**src/hw/rsx_pkg.sv**
```systemverilog
// Purpose: shared constants and types of the rotate/skip execute unit
// Assumes: one instruction cycle per clk_i edge, 8-bit data path
// Notes: register map is word aligned, data in byte lane 0
`default_nettype none
package rsx_pkg;
  // ==========================================================
  // widths and sizes
  localparam int DATA_W = 8;
  localparam int MEM_AW = 4;
  localparam int MEM_DEPTH = 16;
  localparam int PC_W = 13;
  // ==========================================================
  // register byte addresses
  localparam logic [7:0] ADR_ACC = 8'h00;
  localparam logic [7:0] ADR_STATUS = 8'h04;
  localparam logic [7:0] ADR_CTRL = 8'h08;
  localparam logic [7:0] ADR_STATE = 8'h0c;
  localparam logic [7:0] ADR_MEM_BASE = 8'h40;
  localparam logic [7:0] ADR_MEM_MASK = 8'hc3;
  // field positions
  localparam int CTRL_IRQ_EN_BIT = 0;
  localparam int STATE_DUMMY_BIT = 0;
  localparam int STATE_SKIP_BIT = 1;
  localparam int STATE_CNT_LSB = 8;
  // ==========================================================
  // values after reset
  localparam logic [7:0] ACC_RST = 8'h00;
  localparam logic [3:0] FLAGS_RST = 4'h0;
  localparam logic IRQ_EN_RST = 1'b0;
  localparam logic [7:0] MEM_RST = 8'h00;
  // instruction lengths in instruction cycles
  localparam int RET_CYCLES = 2;
  localparam int SKIP_CYCLES = 2;
  // ==========================================================
  // types
  typedef struct packed {
    logic overflow_flag;
    logic zero_flag;
    logic aux_carry_flag;
    logic carry_flag;
  } rsx_flags_t;
  typedef enum logic [4:0] {
    NOP_OP = 5'h00,
    OR_TO_MEMORY_OP = 5'h01,
    SUB_RETURN_OP = 5'h02,
    RETURN_VALUE_OP = 5'h03,
    INTERRUPT_RETURN_OP = 5'h04,
    ROTATE_LEFT_OP = 5'h05,
    ROTATE_LEFT_TO_ACC_OP = 5'h06,
    ROTATE_LEFT_CARRY_OP = 5'h07,
    ROTATE_LEFT_CARRY_TO_ACC_OP = 5'h08,
    ROTATE_RIGHT_OP = 5'h09,
    ROTATE_RIGHT_TO_ACC_OP = 5'h0a,
    ROTATE_RIGHT_CARRY_OP = 5'h0b,
    ROTATE_RIGHT_CARRY_TO_ACC_OP = 5'h0c,
    SUB_BORROW_OP = 5'h0d,
    SUB_BORROW_TO_MEMORY_OP = 5'h0e,
    DECREMENT_SKIP_ZERO_OP = 5'h0f,
    DECREMENT_SKIP_ZERO_TO_ACC_OP = 5'h10,
    INCREMENT_SKIP_ZERO_OP = 5'h11,
    INCREMENT_SKIP_ZERO_TO_ACC_OP = 5'h12,
    SKIP_BIT_NONZERO_OP = 5'h13,
    SKIP_BIT_CLEAR_OP = 5'h14,
    SET_BYTE_OP = 5'h15,
    SET_BIT_OP = 5'h16
  } rsx_op_t;
  typedef struct packed {
    rsx_op_t op;
    logic [3:0] addr;
    logic [2:0] bit_sel;
    logic [7:0] imm;
  } rsx_instr_t;
  typedef enum logic {
    ST_RUN = 1'b0,
    ST_DUMMY = 1'b1
  } rsx_state_t;
endpackage
`default_nettype wire

```
**src/hw/rsx_exec.sv**
```systemverilog
// Purpose: execute stage for rotate, skip, return, set and borrow ops
// Assumes: fetch stage on clk_i, holds instr_i until instr_ready_o
// Notes: accumulator, flags, irq enable and data bytes on Wishbone
`default_nettype none
// Summary of operation
// - or-to-memory: byte gets acc or byte, only zero flag updated
// - plain return reloads pc from stack, two cycles, flags kept
// - return with value reloads pc and loads acc with immediate
// - interrupt return reloads pc and sets global irq enable
// - rotate left: byte shifts up, bit 7 into bit 0, flags kept
// - rotate left via carry: old carry to bit 0, bit 7 to carry
// - rotate right: byte shifts down, bit 0 into bit 7, flags kept
// - rotate right via carry: old carry to bit 7, bit 0 to carry
// - acc forms write acc only, byte kept, same flag effect
// - borrow subtract: acc + ~byte + carry into acc, four flags
// - memory borrow subtract: same sum and flags, into the byte
// - taken skip drops prefetched op, two cycles, else one
// - decrement-skip writes byte, skips on zero, flags kept
// - acc decrement-skip writes acc, byte kept, skips on zero
// - increment-skip writes byte, skips on wrap to zero
// - acc increment-skip writes acc, byte kept, skips on zero
// - skip when selected bit is one, no memory or flag change
// - set byte writes all ones, flags kept
// - set bit forces one selected bit, other seven kept
// - skip when selected bit is zero, one cycle otherwise
module rsx_exec
  import rsx_pkg::*;
(
  input wire logic clk_i, // instruction clock
  input wire logic rst_i, // sync reset, high
  input wire logic wb_cyc_i, // bus cycle
  input wire logic wb_stb_i, // bus strobe
  input wire logic wb_we_i, // bus write
  input wire logic [7:0] wb_adr_i, // byte address
  input wire logic [3:0] wb_sel_i, // byte lanes
  input wire logic [31:0] wb_dat_i, // write data
  output logic [31:0] wb_dat_o, // read data
  output logic wb_ack_o, // bus acknowledge
  input wire logic instr_valid_i, // instruction offered
  input wire rsx_instr_t instr_i, // decoded instruction
  input wire logic [PC_W-1:0] stack_top_i, // top of stack
  output logic instr_ready_o, // may take an op
  output logic pc_load_o, // reload pc, pulse
  output logic [PC_W-1:0] pc_value_o, // pc to load
  output logic skip_o, // drop prefetched op
  output logic [7:0] acc_o, // accumulator
  output rsx_flags_t flags_o, // status flags
  output logic irq_enable_o // global_irq_enable
);
  // ==========================================================
  // state
  logic [7:0] acc;
  rsx_flags_t flags;
  logic irq_en;
  logic [7:0] data_mem [MEM_DEPTH];
  rsx_state_t state;
  rsx_state_t next_state;
  logic ready;
  logic pc_load;
  logic [PC_W-1:0] pc_val;
  logic skip;
  logic last_skip;
  logic [7:0] exec_cnt;
  logic [31:0] rd_data;
  logic ack;

  // ==========================================================
  // operand fetch and datapath
  wire take = instr_valid_i && ready;
  wire rsx_op_t op = instr_i.op;
  wire [7:0] m = data_mem[instr_i.addr];
  wire c_in = flags.carry_flag;
  wire [7:0] rot_l = {m[6:0], m[7]};
  wire [7:0] rot_lc = {m[6:0], c_in};
  wire [7:0] rot_r = {m[0], m[7:1]};
  wire [7:0] rot_rc = {c_in, m[7:1]};
  wire [7:0] dec_v = m - 8'h01;
  wire [7:0] inc_v = m + 8'h01;
  wire [7:0] or_v = acc | m;
  wire [7:0] bit_mask = 8'h01 << instr_i.bit_sel;
  wire bit_v = m[instr_i.bit_sel];
  // borrow subtract as add of complement, carry is not-borrow
  wire [7:0] m_n = ~m;
  wire [8:0] sub_sum = {1'b0, acc} + {1'b0, m_n} + {8'h00, c_in};
  wire [4:0] sub_nib = {1'b0, acc[3:0]} + {1'b0, m_n[3:0]}
                     + {4'h0, c_in};
  wire sub_ovf = (acc[7] == m_n[7]) && (sub_sum[7] != acc[7]);
  wire sub_zero = (sub_sum[7:0] == 8'h00);

  // ==========================================================
  // decode: result, destination, flags, skip, return
  logic [7:0] res;
  logic wr_mem;
  logic wr_acc;
  rsx_flags_t next_flags;
  logic skip_hit;
  logic ret_hit;
  logic set_irq;
  always_comb begin
    res = m;
    wr_mem = 1'b0;
    wr_acc = 1'b0;
    next_flags = flags;
    skip_hit = 1'b0;
    ret_hit = 1'b0;
    set_irq = 1'b0;
    case (op)
      OR_TO_MEMORY_OP: begin
        res = or_v;
        wr_mem = 1'b1;
        next_flags.zero_flag = (or_v == 8'h00);
      end
      SUB_RETURN_OP: begin
        ret_hit = 1'b1;
      end
      RETURN_VALUE_OP: begin
        ret_hit = 1'b1;
        res = instr_i.imm;
        wr_acc = 1'b1;
      end
      INTERRUPT_RETURN_OP: begin
        ret_hit = 1'b1;
        set_irq = 1'b1;
      end
      ROTATE_LEFT_OP, ROTATE_LEFT_TO_ACC_OP: begin
        res = rot_l;
        wr_mem = (op == ROTATE_LEFT_OP);
        wr_acc = (op == ROTATE_LEFT_TO_ACC_OP);
      end
      ROTATE_LEFT_CARRY_OP, ROTATE_LEFT_CARRY_TO_ACC_OP: begin
        res = rot_lc;
        wr_mem = (op == ROTATE_LEFT_CARRY_OP);
        wr_acc = (op == ROTATE_LEFT_CARRY_TO_ACC_OP);
        next_flags.carry_flag = m[7];
      end
      ROTATE_RIGHT_OP, ROTATE_RIGHT_TO_ACC_OP: begin
        res = rot_r;
        wr_mem = (op == ROTATE_RIGHT_OP);
        wr_acc = (op == ROTATE_RIGHT_TO_ACC_OP);
      end
      ROTATE_RIGHT_CARRY_OP, ROTATE_RIGHT_CARRY_TO_ACC_OP: begin
        res = rot_rc;
        wr_mem = (op == ROTATE_RIGHT_CARRY_OP);
        wr_acc = (op == ROTATE_RIGHT_CARRY_TO_ACC_OP);
        next_flags.carry_flag = m[0];
      end
      SUB_BORROW_OP, SUB_BORROW_TO_MEMORY_OP: begin
        res = sub_sum[7:0];
        wr_acc = (op == SUB_BORROW_OP);
        wr_mem = (op == SUB_BORROW_TO_MEMORY_OP);
        next_flags.overflow_flag = sub_ovf;
        next_flags.zero_flag = sub_zero;
        next_flags.aux_carry_flag = sub_nib[4];
        next_flags.carry_flag = sub_sum[8];
      end
      DECREMENT_SKIP_ZERO_OP, DECREMENT_SKIP_ZERO_TO_ACC_OP: begin
        res = dec_v;
        wr_mem = (op == DECREMENT_SKIP_ZERO_OP);
        wr_acc = (op == DECREMENT_SKIP_ZERO_TO_ACC_OP);
        skip_hit = (dec_v == 8'h00);
      end
      INCREMENT_SKIP_ZERO_OP, INCREMENT_SKIP_ZERO_TO_ACC_OP: begin
        res = inc_v;
        wr_mem = (op == INCREMENT_SKIP_ZERO_OP);
        wr_acc = (op == INCREMENT_SKIP_ZERO_TO_ACC_OP);
        skip_hit = (inc_v == 8'h00);
      end
      SKIP_BIT_NONZERO_OP: begin
        skip_hit = bit_v;
      end
      SKIP_BIT_CLEAR_OP: begin
        skip_hit = !bit_v;
      end
      SET_BYTE_OP: begin
        res = 8'hff;
        wr_mem = 1'b1;
      end
      SET_BIT_OP: begin
        res = m | bit_mask;
        wr_mem = 1'b1;
      end
      default: begin
        res = m;
      end
    endcase
  end

  // ==========================================================
  // instruction sequencing: second cycle is a dummy slot
  always_comb begin
    case (state)
      ST_RUN: begin
        if (take && (skip_hit || ret_hit)) begin
          next_state = ST_DUMMY;
        end else begin
          next_state = ST_RUN;
        end
      end
      ST_DUMMY: begin
        next_state = ST_RUN;
      end
      default: begin
        next_state = ST_RUN;
      end
    endcase
  end

  // ready and the pulses are registered so outputs stay clean
  always_ff @(posedge clk_i) begin
    if (rst_i) begin
      state <= ST_RUN;
      ready <= 1'b0;
      pc_load <= 1'b0;
      skip <= 1'b0;
    end else begin
      state <= next_state;
      ready <= (next_state == ST_RUN);
      pc_load <= take && ret_hit;
      skip <= take && skip_hit;
    end
  end

  // captured pc and bookkeeping for the state register
  always_ff @(posedge clk_i) begin
    if (rst_i) begin
      pc_val <= '0;
      last_skip <= 1'b0;
      exec_cnt <= 8'h00;
    end else if (take) begin
      if (ret_hit) begin
        pc_val <= stack_top_i;
      end
      last_skip <= skip_hit;
      exec_cnt <= exec_cnt + 8'h01;
    end
  end

  // ==========================================================
  // bus decode; writes land at the edge that samples ack
  wire bus_req = wb_cyc_i && wb_stb_i;
  wire bus_wr = bus_req && wb_we_i && ack && wb_sel_i[0];
  // a taken instruction owns acc, flags and memory that cycle
  wire bus_wr_ok = bus_wr && !take;
  wire sel_acc = (wb_adr_i == ADR_ACC);
  wire sel_status = (wb_adr_i == ADR_STATUS);
  wire sel_ctrl = (wb_adr_i == ADR_CTRL);
  wire sel_state = (wb_adr_i == ADR_STATE);
  wire sel_mem = ((wb_adr_i & ADR_MEM_MASK) == ADR_MEM_BASE);
  wire [MEM_AW-1:0] mem_idx = wb_adr_i[MEM_AW+1:2];
  wire [31:0] state_word = {16'h0000, exec_cnt, 6'h00,
                            last_skip, (state == ST_DUMMY)};
  wire [31:0] rd_mux = sel_acc ? {24'h000000, acc} :
                       sel_status ? {28'h0000000, flags} :
                       sel_ctrl ? {31'h00000000, irq_en} :
                       sel_state ? state_word :
                       sel_mem ? {24'h000000, data_mem[mem_idx]} :
                       32'h00000000;

  // classic single cycle: ack one cycle after strobe, then drop
  always_ff @(posedge clk_i) begin
    if (rst_i) begin
      ack <= 1'b0;
      rd_data <= 32'h00000000;
    end else begin
      ack <= bus_req && !ack;
      rd_data <= rd_mux;
    end
  end

  // ==========================================================
  // architectural registers
  always_ff @(posedge clk_i) begin
    if (rst_i) begin
      acc <= ACC_RST;
      flags <= FLAGS_RST;
    end else if (take) begin
      if (wr_acc) begin
        acc <= res;
      end
      flags <= next_flags;
    end else if (bus_wr_ok && sel_acc) begin
      acc <= wb_dat_i[7:0];
    end else if (bus_wr_ok && sel_status) begin
      flags <= wb_dat_i[3:0];
    end
  end

  // interrupt return set wins over a software clear
  always_ff @(posedge clk_i) begin
    if (rst_i) begin
      irq_en <= IRQ_EN_RST;
    end else if (take && set_irq) begin
      irq_en <= 1'b1;
    end else if (bus_wr && sel_ctrl) begin
      irq_en <= wb_dat_i[CTRL_IRQ_EN_BIT];
    end
  end

  // data bytes, one write port shared by op and bus
  for (genvar g = 0; g < MEM_DEPTH; g++) begin : g_mem
    wire [MEM_AW-1:0] idx = MEM_AW'(g);
    always_ff @(posedge clk_i) begin
      if (rst_i) begin
        data_mem[g] <= MEM_RST;
      end else if (take && wr_mem && instr_i.addr == idx) begin
        data_mem[g] <= res;
      end else if (bus_wr_ok && sel_mem && mem_idx == idx) begin
        data_mem[g] <= wb_dat_i[7:0];
      end
    end
  end

  // ==========================================================
  // outputs
  assign wb_dat_o = rd_data;
  assign wb_ack_o = ack;
  assign instr_ready_o = ready;
  assign pc_load_o = pc_load;
  assign pc_value_o = pc_val;
  assign skip_o = skip;
  assign acc_o = acc;
  assign flags_o = flags;
  assign irq_enable_o = irq_en;

  wire acc_form = wr_acc && !ret_hit;
  wire flag_op = (op == OR_TO_MEMORY_OP) || (op == SUB_BORROW_OP)
    || (op == SUB_BORROW_TO_MEMORY_OP)
    || (op == ROTATE_LEFT_CARRY_OP) || (op == ROTATE_RIGHT_CARRY_OP)
    || (op == ROTATE_LEFT_CARRY_TO_ACC_OP)
    || (op == ROTATE_RIGHT_CARRY_TO_ACC_OP);
endmodule
`default_nettype wire

```
**config.mk**
```make
export PLATFORM = sky130hd
export DESIGN_NAME = rsx_exec
export DESIGN_NICKNAME = d
export VERILOG_FILES = /design/src/hw/rsx_pkg.sv /design/src/hw/rsx_exec.sv
export SDC_FILE = /design/constraint.sdc
export NUM_CORES = 1
export LEC_CHECK = 0
export BUFFER_PORTS_ARGS = -buffer_cell sky130_fd_sc_hd__buf_2
export CORE_MARGIN = 2
export CORE_UTILIZATION = 30
export DETAILED_ROUTE_END_ITERATION = 8
export MAX_ROUTING_LAYER = met4
export PLACE_DENSITY = 0.54
export SETUP_SLACK_MARGIN = 0.5
export SLEW_MARGIN = 15
export SYNTH_ARGS = -nofsm -noshare
export SYNTH_HDL_FRONTEND = slang
export SYNTH_SLANG_ARGS = --single-unit
```
**constraint.sdc**
```tcl
create_clock -name clk_i -period 8.6 [get_ports clk_i]
set_input_delay 0.86 -clock clk_i [delete_from_list [all_inputs] [get_ports clk_i]]
set_output_delay 0.86 -clock clk_i [all_outputs]
set_load 0.02 [all_outputs]
```
==> impl_metrics.env <==
export IMPL_hpwl_mm=30.7
export IMPL_post_cts_resized=0
export IMPL_grt_pass1_wl_mm=62.9
export IMPL_max_freq_ghz=0.165
export IMPL_clkSlewWorstSetupHoldPaths_ns=0.07
export IMPL_clock_skew_ns=0.00898
export IMPL_row_count=73
export IMPL_cts_tree="yes"
export IMPL_hp_start="wb_ack_o"
export IMPL_outcome="finished clean"
export IMPL_post_cts_repair_setup_buffers=0
export IMPL_rsz0062_at_grt="no"
export IMPL_antenna_found_initial=4
export IMPL_path_class="in2reg"
export IMPL_hold_buffers=0
export IMPL_cts_buffer_depth=2
export IMPL_worstMarginPinSlew_ns=1.28
export IMPL_layout_drive_gt1_share=0.185
export IMPL_htree_levels=4
export IMPL_arrival_ns=6.26
export IMPL_min_period_ns=6.06
export IMPL_drv_cap=0
export IMPL_slew_headroom=0.144
export IMPL_yosysWarnings=0
export IMPL_async_flop_share=0
export IMPL_synthMuxAreaShare=0.170
export IMPL_routedWlPerCell_um=23.8
export IMPL_die_area_um2=42100
export IMPL_place_congestion=0.939
export IMPL_track_usage=0.207
export IMPL_area_growth_pct=11.7
export IMPL_critical_path_endpoint_type="register"
export IMPL_ctsRootBufferMaster="clkbuf_16"
export IMPL_synth_edf_count=128
export IMPL_vias_per_cell=5.82
export IMPL_firstDrtPassIters=5
export IMPL_port_buffers=101
export IMPL_path_max_fanout=17
export IMPL_peakVddDrop_mv=0.127
export IMPL_drt_wl_total_mm=42.6
export IMPL_synth_top_family_by_area="compound AO/OA/AOI/OAI gates"
export IMPL_min_path_cells=1
export IMPL_clkLatencyLatePin_ns=0.45
export IMPL_start_util=0.305
export IMPL_core_area_um2=39800
export IMPL_drc=0
export IMPL_rr_worst_depth=15
export IMPL_worstPathCellList="buf_2 > clkinv_1 > mux2_2 > mux2i_4 > inv_2 > fa_1 > inv_1 > fa_1 > a21oi_1 > o21ba_2 > o31ai_1 > mux2_2 > nor4_1 > a221o_1 > o21a_1 > nor2_1"
export IMPL_drtIter0Drc=1149
export IMPL_num_vias=10400
export IMPL_synth_compound_area_frac=0.175
export IMPL_grt_pass1_vias=9811
export IMPL_hold_viol=0
export IMPL_yosys_cell_types_count=82
export IMPL_ys_flop_type="edfxtp_1"
export IMPL_clock_sinks=184
export IMPL_ios=145
export IMPL_r2r_start="data_mem[7][0]"
export IMPL_fp_dieH_um=205
export IMPL_ant_nets=0
export IMPL_maxSlewViolCount=0
export IMPL_grt_start_max_net_pins=67
export IMPL_synthSimpleGateAreaFrac=0.157
export IMPL_hold_slack_ns=0.447
export IMPL_synthXorXnorAreaFrac=0.0130
export IMPL_fin_tns_setup_ns=0
export IMPL_nets=1355
export IMPL_die_w_um=205
export IMPL_syn_inst=1210
export IMPL_hp_class="reg2reg"
export IMPL_p_leak_nw=4.92
export IMPL_seq_area_frac_synth=0.409
export IMPL_synth_area_um2=12100
export IMPL_ys_ff_latch=184
export IMPL_finalCritPeriodShare=0.705
export IMPL_syn_avg_cell_area_um2=10.0
export IMPL_powerDensity_nw_per_um2=162
export IMPL_worstSetupStartpoint="instr_i[11]"
export IMPL_finalSetupViolCount=0
export IMPL_layout_common_cells="175 x nand2_1, 128 x edfxtp_1, 118 x o21ai_0, 101 x buf_2, 95 x nor2_1"
export IMPL_grt_overflow=0
export IMPL_critPathLaunchType="input port"
export IMPL_slowest_delay_ns=0.76
export IMPL_cts_buffers=17
export IMPL_layout_commonest_cell="nand2_1"
export IMPL_critPathRequiredTime_ns=8.80
export IMPL_critPathSlowestCell="clkinv_1"
export IMPL_synth_adder_area_share=0.0229
## final timing paths
kind / end / slack (ns)
min reg2reg: wb_ack_o / 0.45
max reg2reg: data_mem[8][6] / 3.35
min: wb_ack_o / 0.45
max: data_mem[8][6] / 2.54
## metrics by stage
stage	power, W	worst slack [ns]	std cells	cell area, um^2	utilization
2_1_floorplan	0.00128	3.53	1225	12200	-
5_1_grt	0.00227	2.20	1793	13600	0.341
3_5_place_dp	0.00141	2.11	1757	13000	0.325
4_1_cts	0.00220	2.60	1789	13500	0.340
6_report	0.00220	2.54	1793	13600	0.341
3_3_place_gp	0.00141	2.11	1757	13000	0.325
## sequential cells by signal, indices dropped and copies added, names as in the netlist, 3 cells and up
signal,cells
pc_value_o,13
wb_dat_o,16
flags_o,3
exec_cnt,8
acc_o,8
data_mem,128
## layer usage
metal / global-route usage / up-vias / share of wire
li1: - / 4651 / -
met1: 0.281 / 5184 / 0.43
met2: 0.314 / 523 / 0.46
met3: 0.0350 / 71 / 0.083
met4: 0.0701 / 0 / 0.026
met5: - / - / 0
## critical path: cells and delay by family
| family | cells | cell delay [ns] |
|---|---|---|
| AO/OA/AOI/OAI | 5 | 1.56 |
| multiplexers | 3 | 1.43 |
| buffers and inverters | 4 | 1.40 |
| adder cells (fa/ha/maj) | 2 | 0.65 |
| AND/OR/NAND/NOR | 2 | 0.32 |
## Yosys cell counts, drive strengths merged, types with 7 or more instances
| cell type | instances | share of area |
|---|---|---|
| a221o | 13 | 0.011 |
| a22oi | 7 | 0.0043 |
| xnor2 | 9 | 0.0065 |
| nand4 | 9 | 0.0046 |
| nor2 | 96 | 0.030 |
| buf | 50 | 0.026 |
| o21a | 7 | 0.0043 |
| inv | 29 | 0.0090 |
| a21oi | 44 | 0.018 |
| a22o | 10 | 0.0072 |
| clkbuf | 60 | 0.019 |
| a211oi | 12 | 0.0074 |
| edfxtp | 128 | 0.32 |
| mux4 | 67 | 0.13 |
| dfxtp | 56 | 0.092 |
| nor2b | 11 | 0.0057 |
| xor2 | 9 | 0.0065 |
| mux2i | 44 | 0.038 |
| o211ai | 12 | 0.0074 |
| nand2 | 175 | 0.054 |
| nor3 | 22 | 0.0091 |
| ha | 19 | 0.020 |
| a32o | 20 | 0.016 |
| and2 | 23 | 0.012 |
| and3 | 8 | 0.0041 |
| mux2 | 7 | 0.0065 |
| o21ai | 122 | 0.050 |
| nand3 | 23 | 0.0095 |
| nand2b | 7 | 0.0036 |
## final cells by class
cell class	count	area, um^2
Multi-Input combinational cell	901	6600
Tap cell	525	657
Sequential cell	184	4960
Antenna cell	4	10.0
Inverter	30	113
Timing Repair Buffer	117	626
Clock inverter	11	91.3
Clock buffer	21	503
Fill cell	4016	26300
## power by group
group          internal [W]  total, W  switching, W
sequential         0.000970  0.000988     0.0000174
clock              0.000447  0.000797      0.000349
combinational      0.000136  0.000417      0.000281
## cell families (layout without fill, tap and decap cells)
kind of cell	after synthesis	after routing
adders and majority gates	21	21
xor gates and xnor gates	18	18
DFF	184	184
other	1	20
and+or+nand+nor	412	412
muxes	118	118
buffers and inverters	140	179
AOI/OAI and AO/OA	316	316
Power figures use the tool's default switching activity.
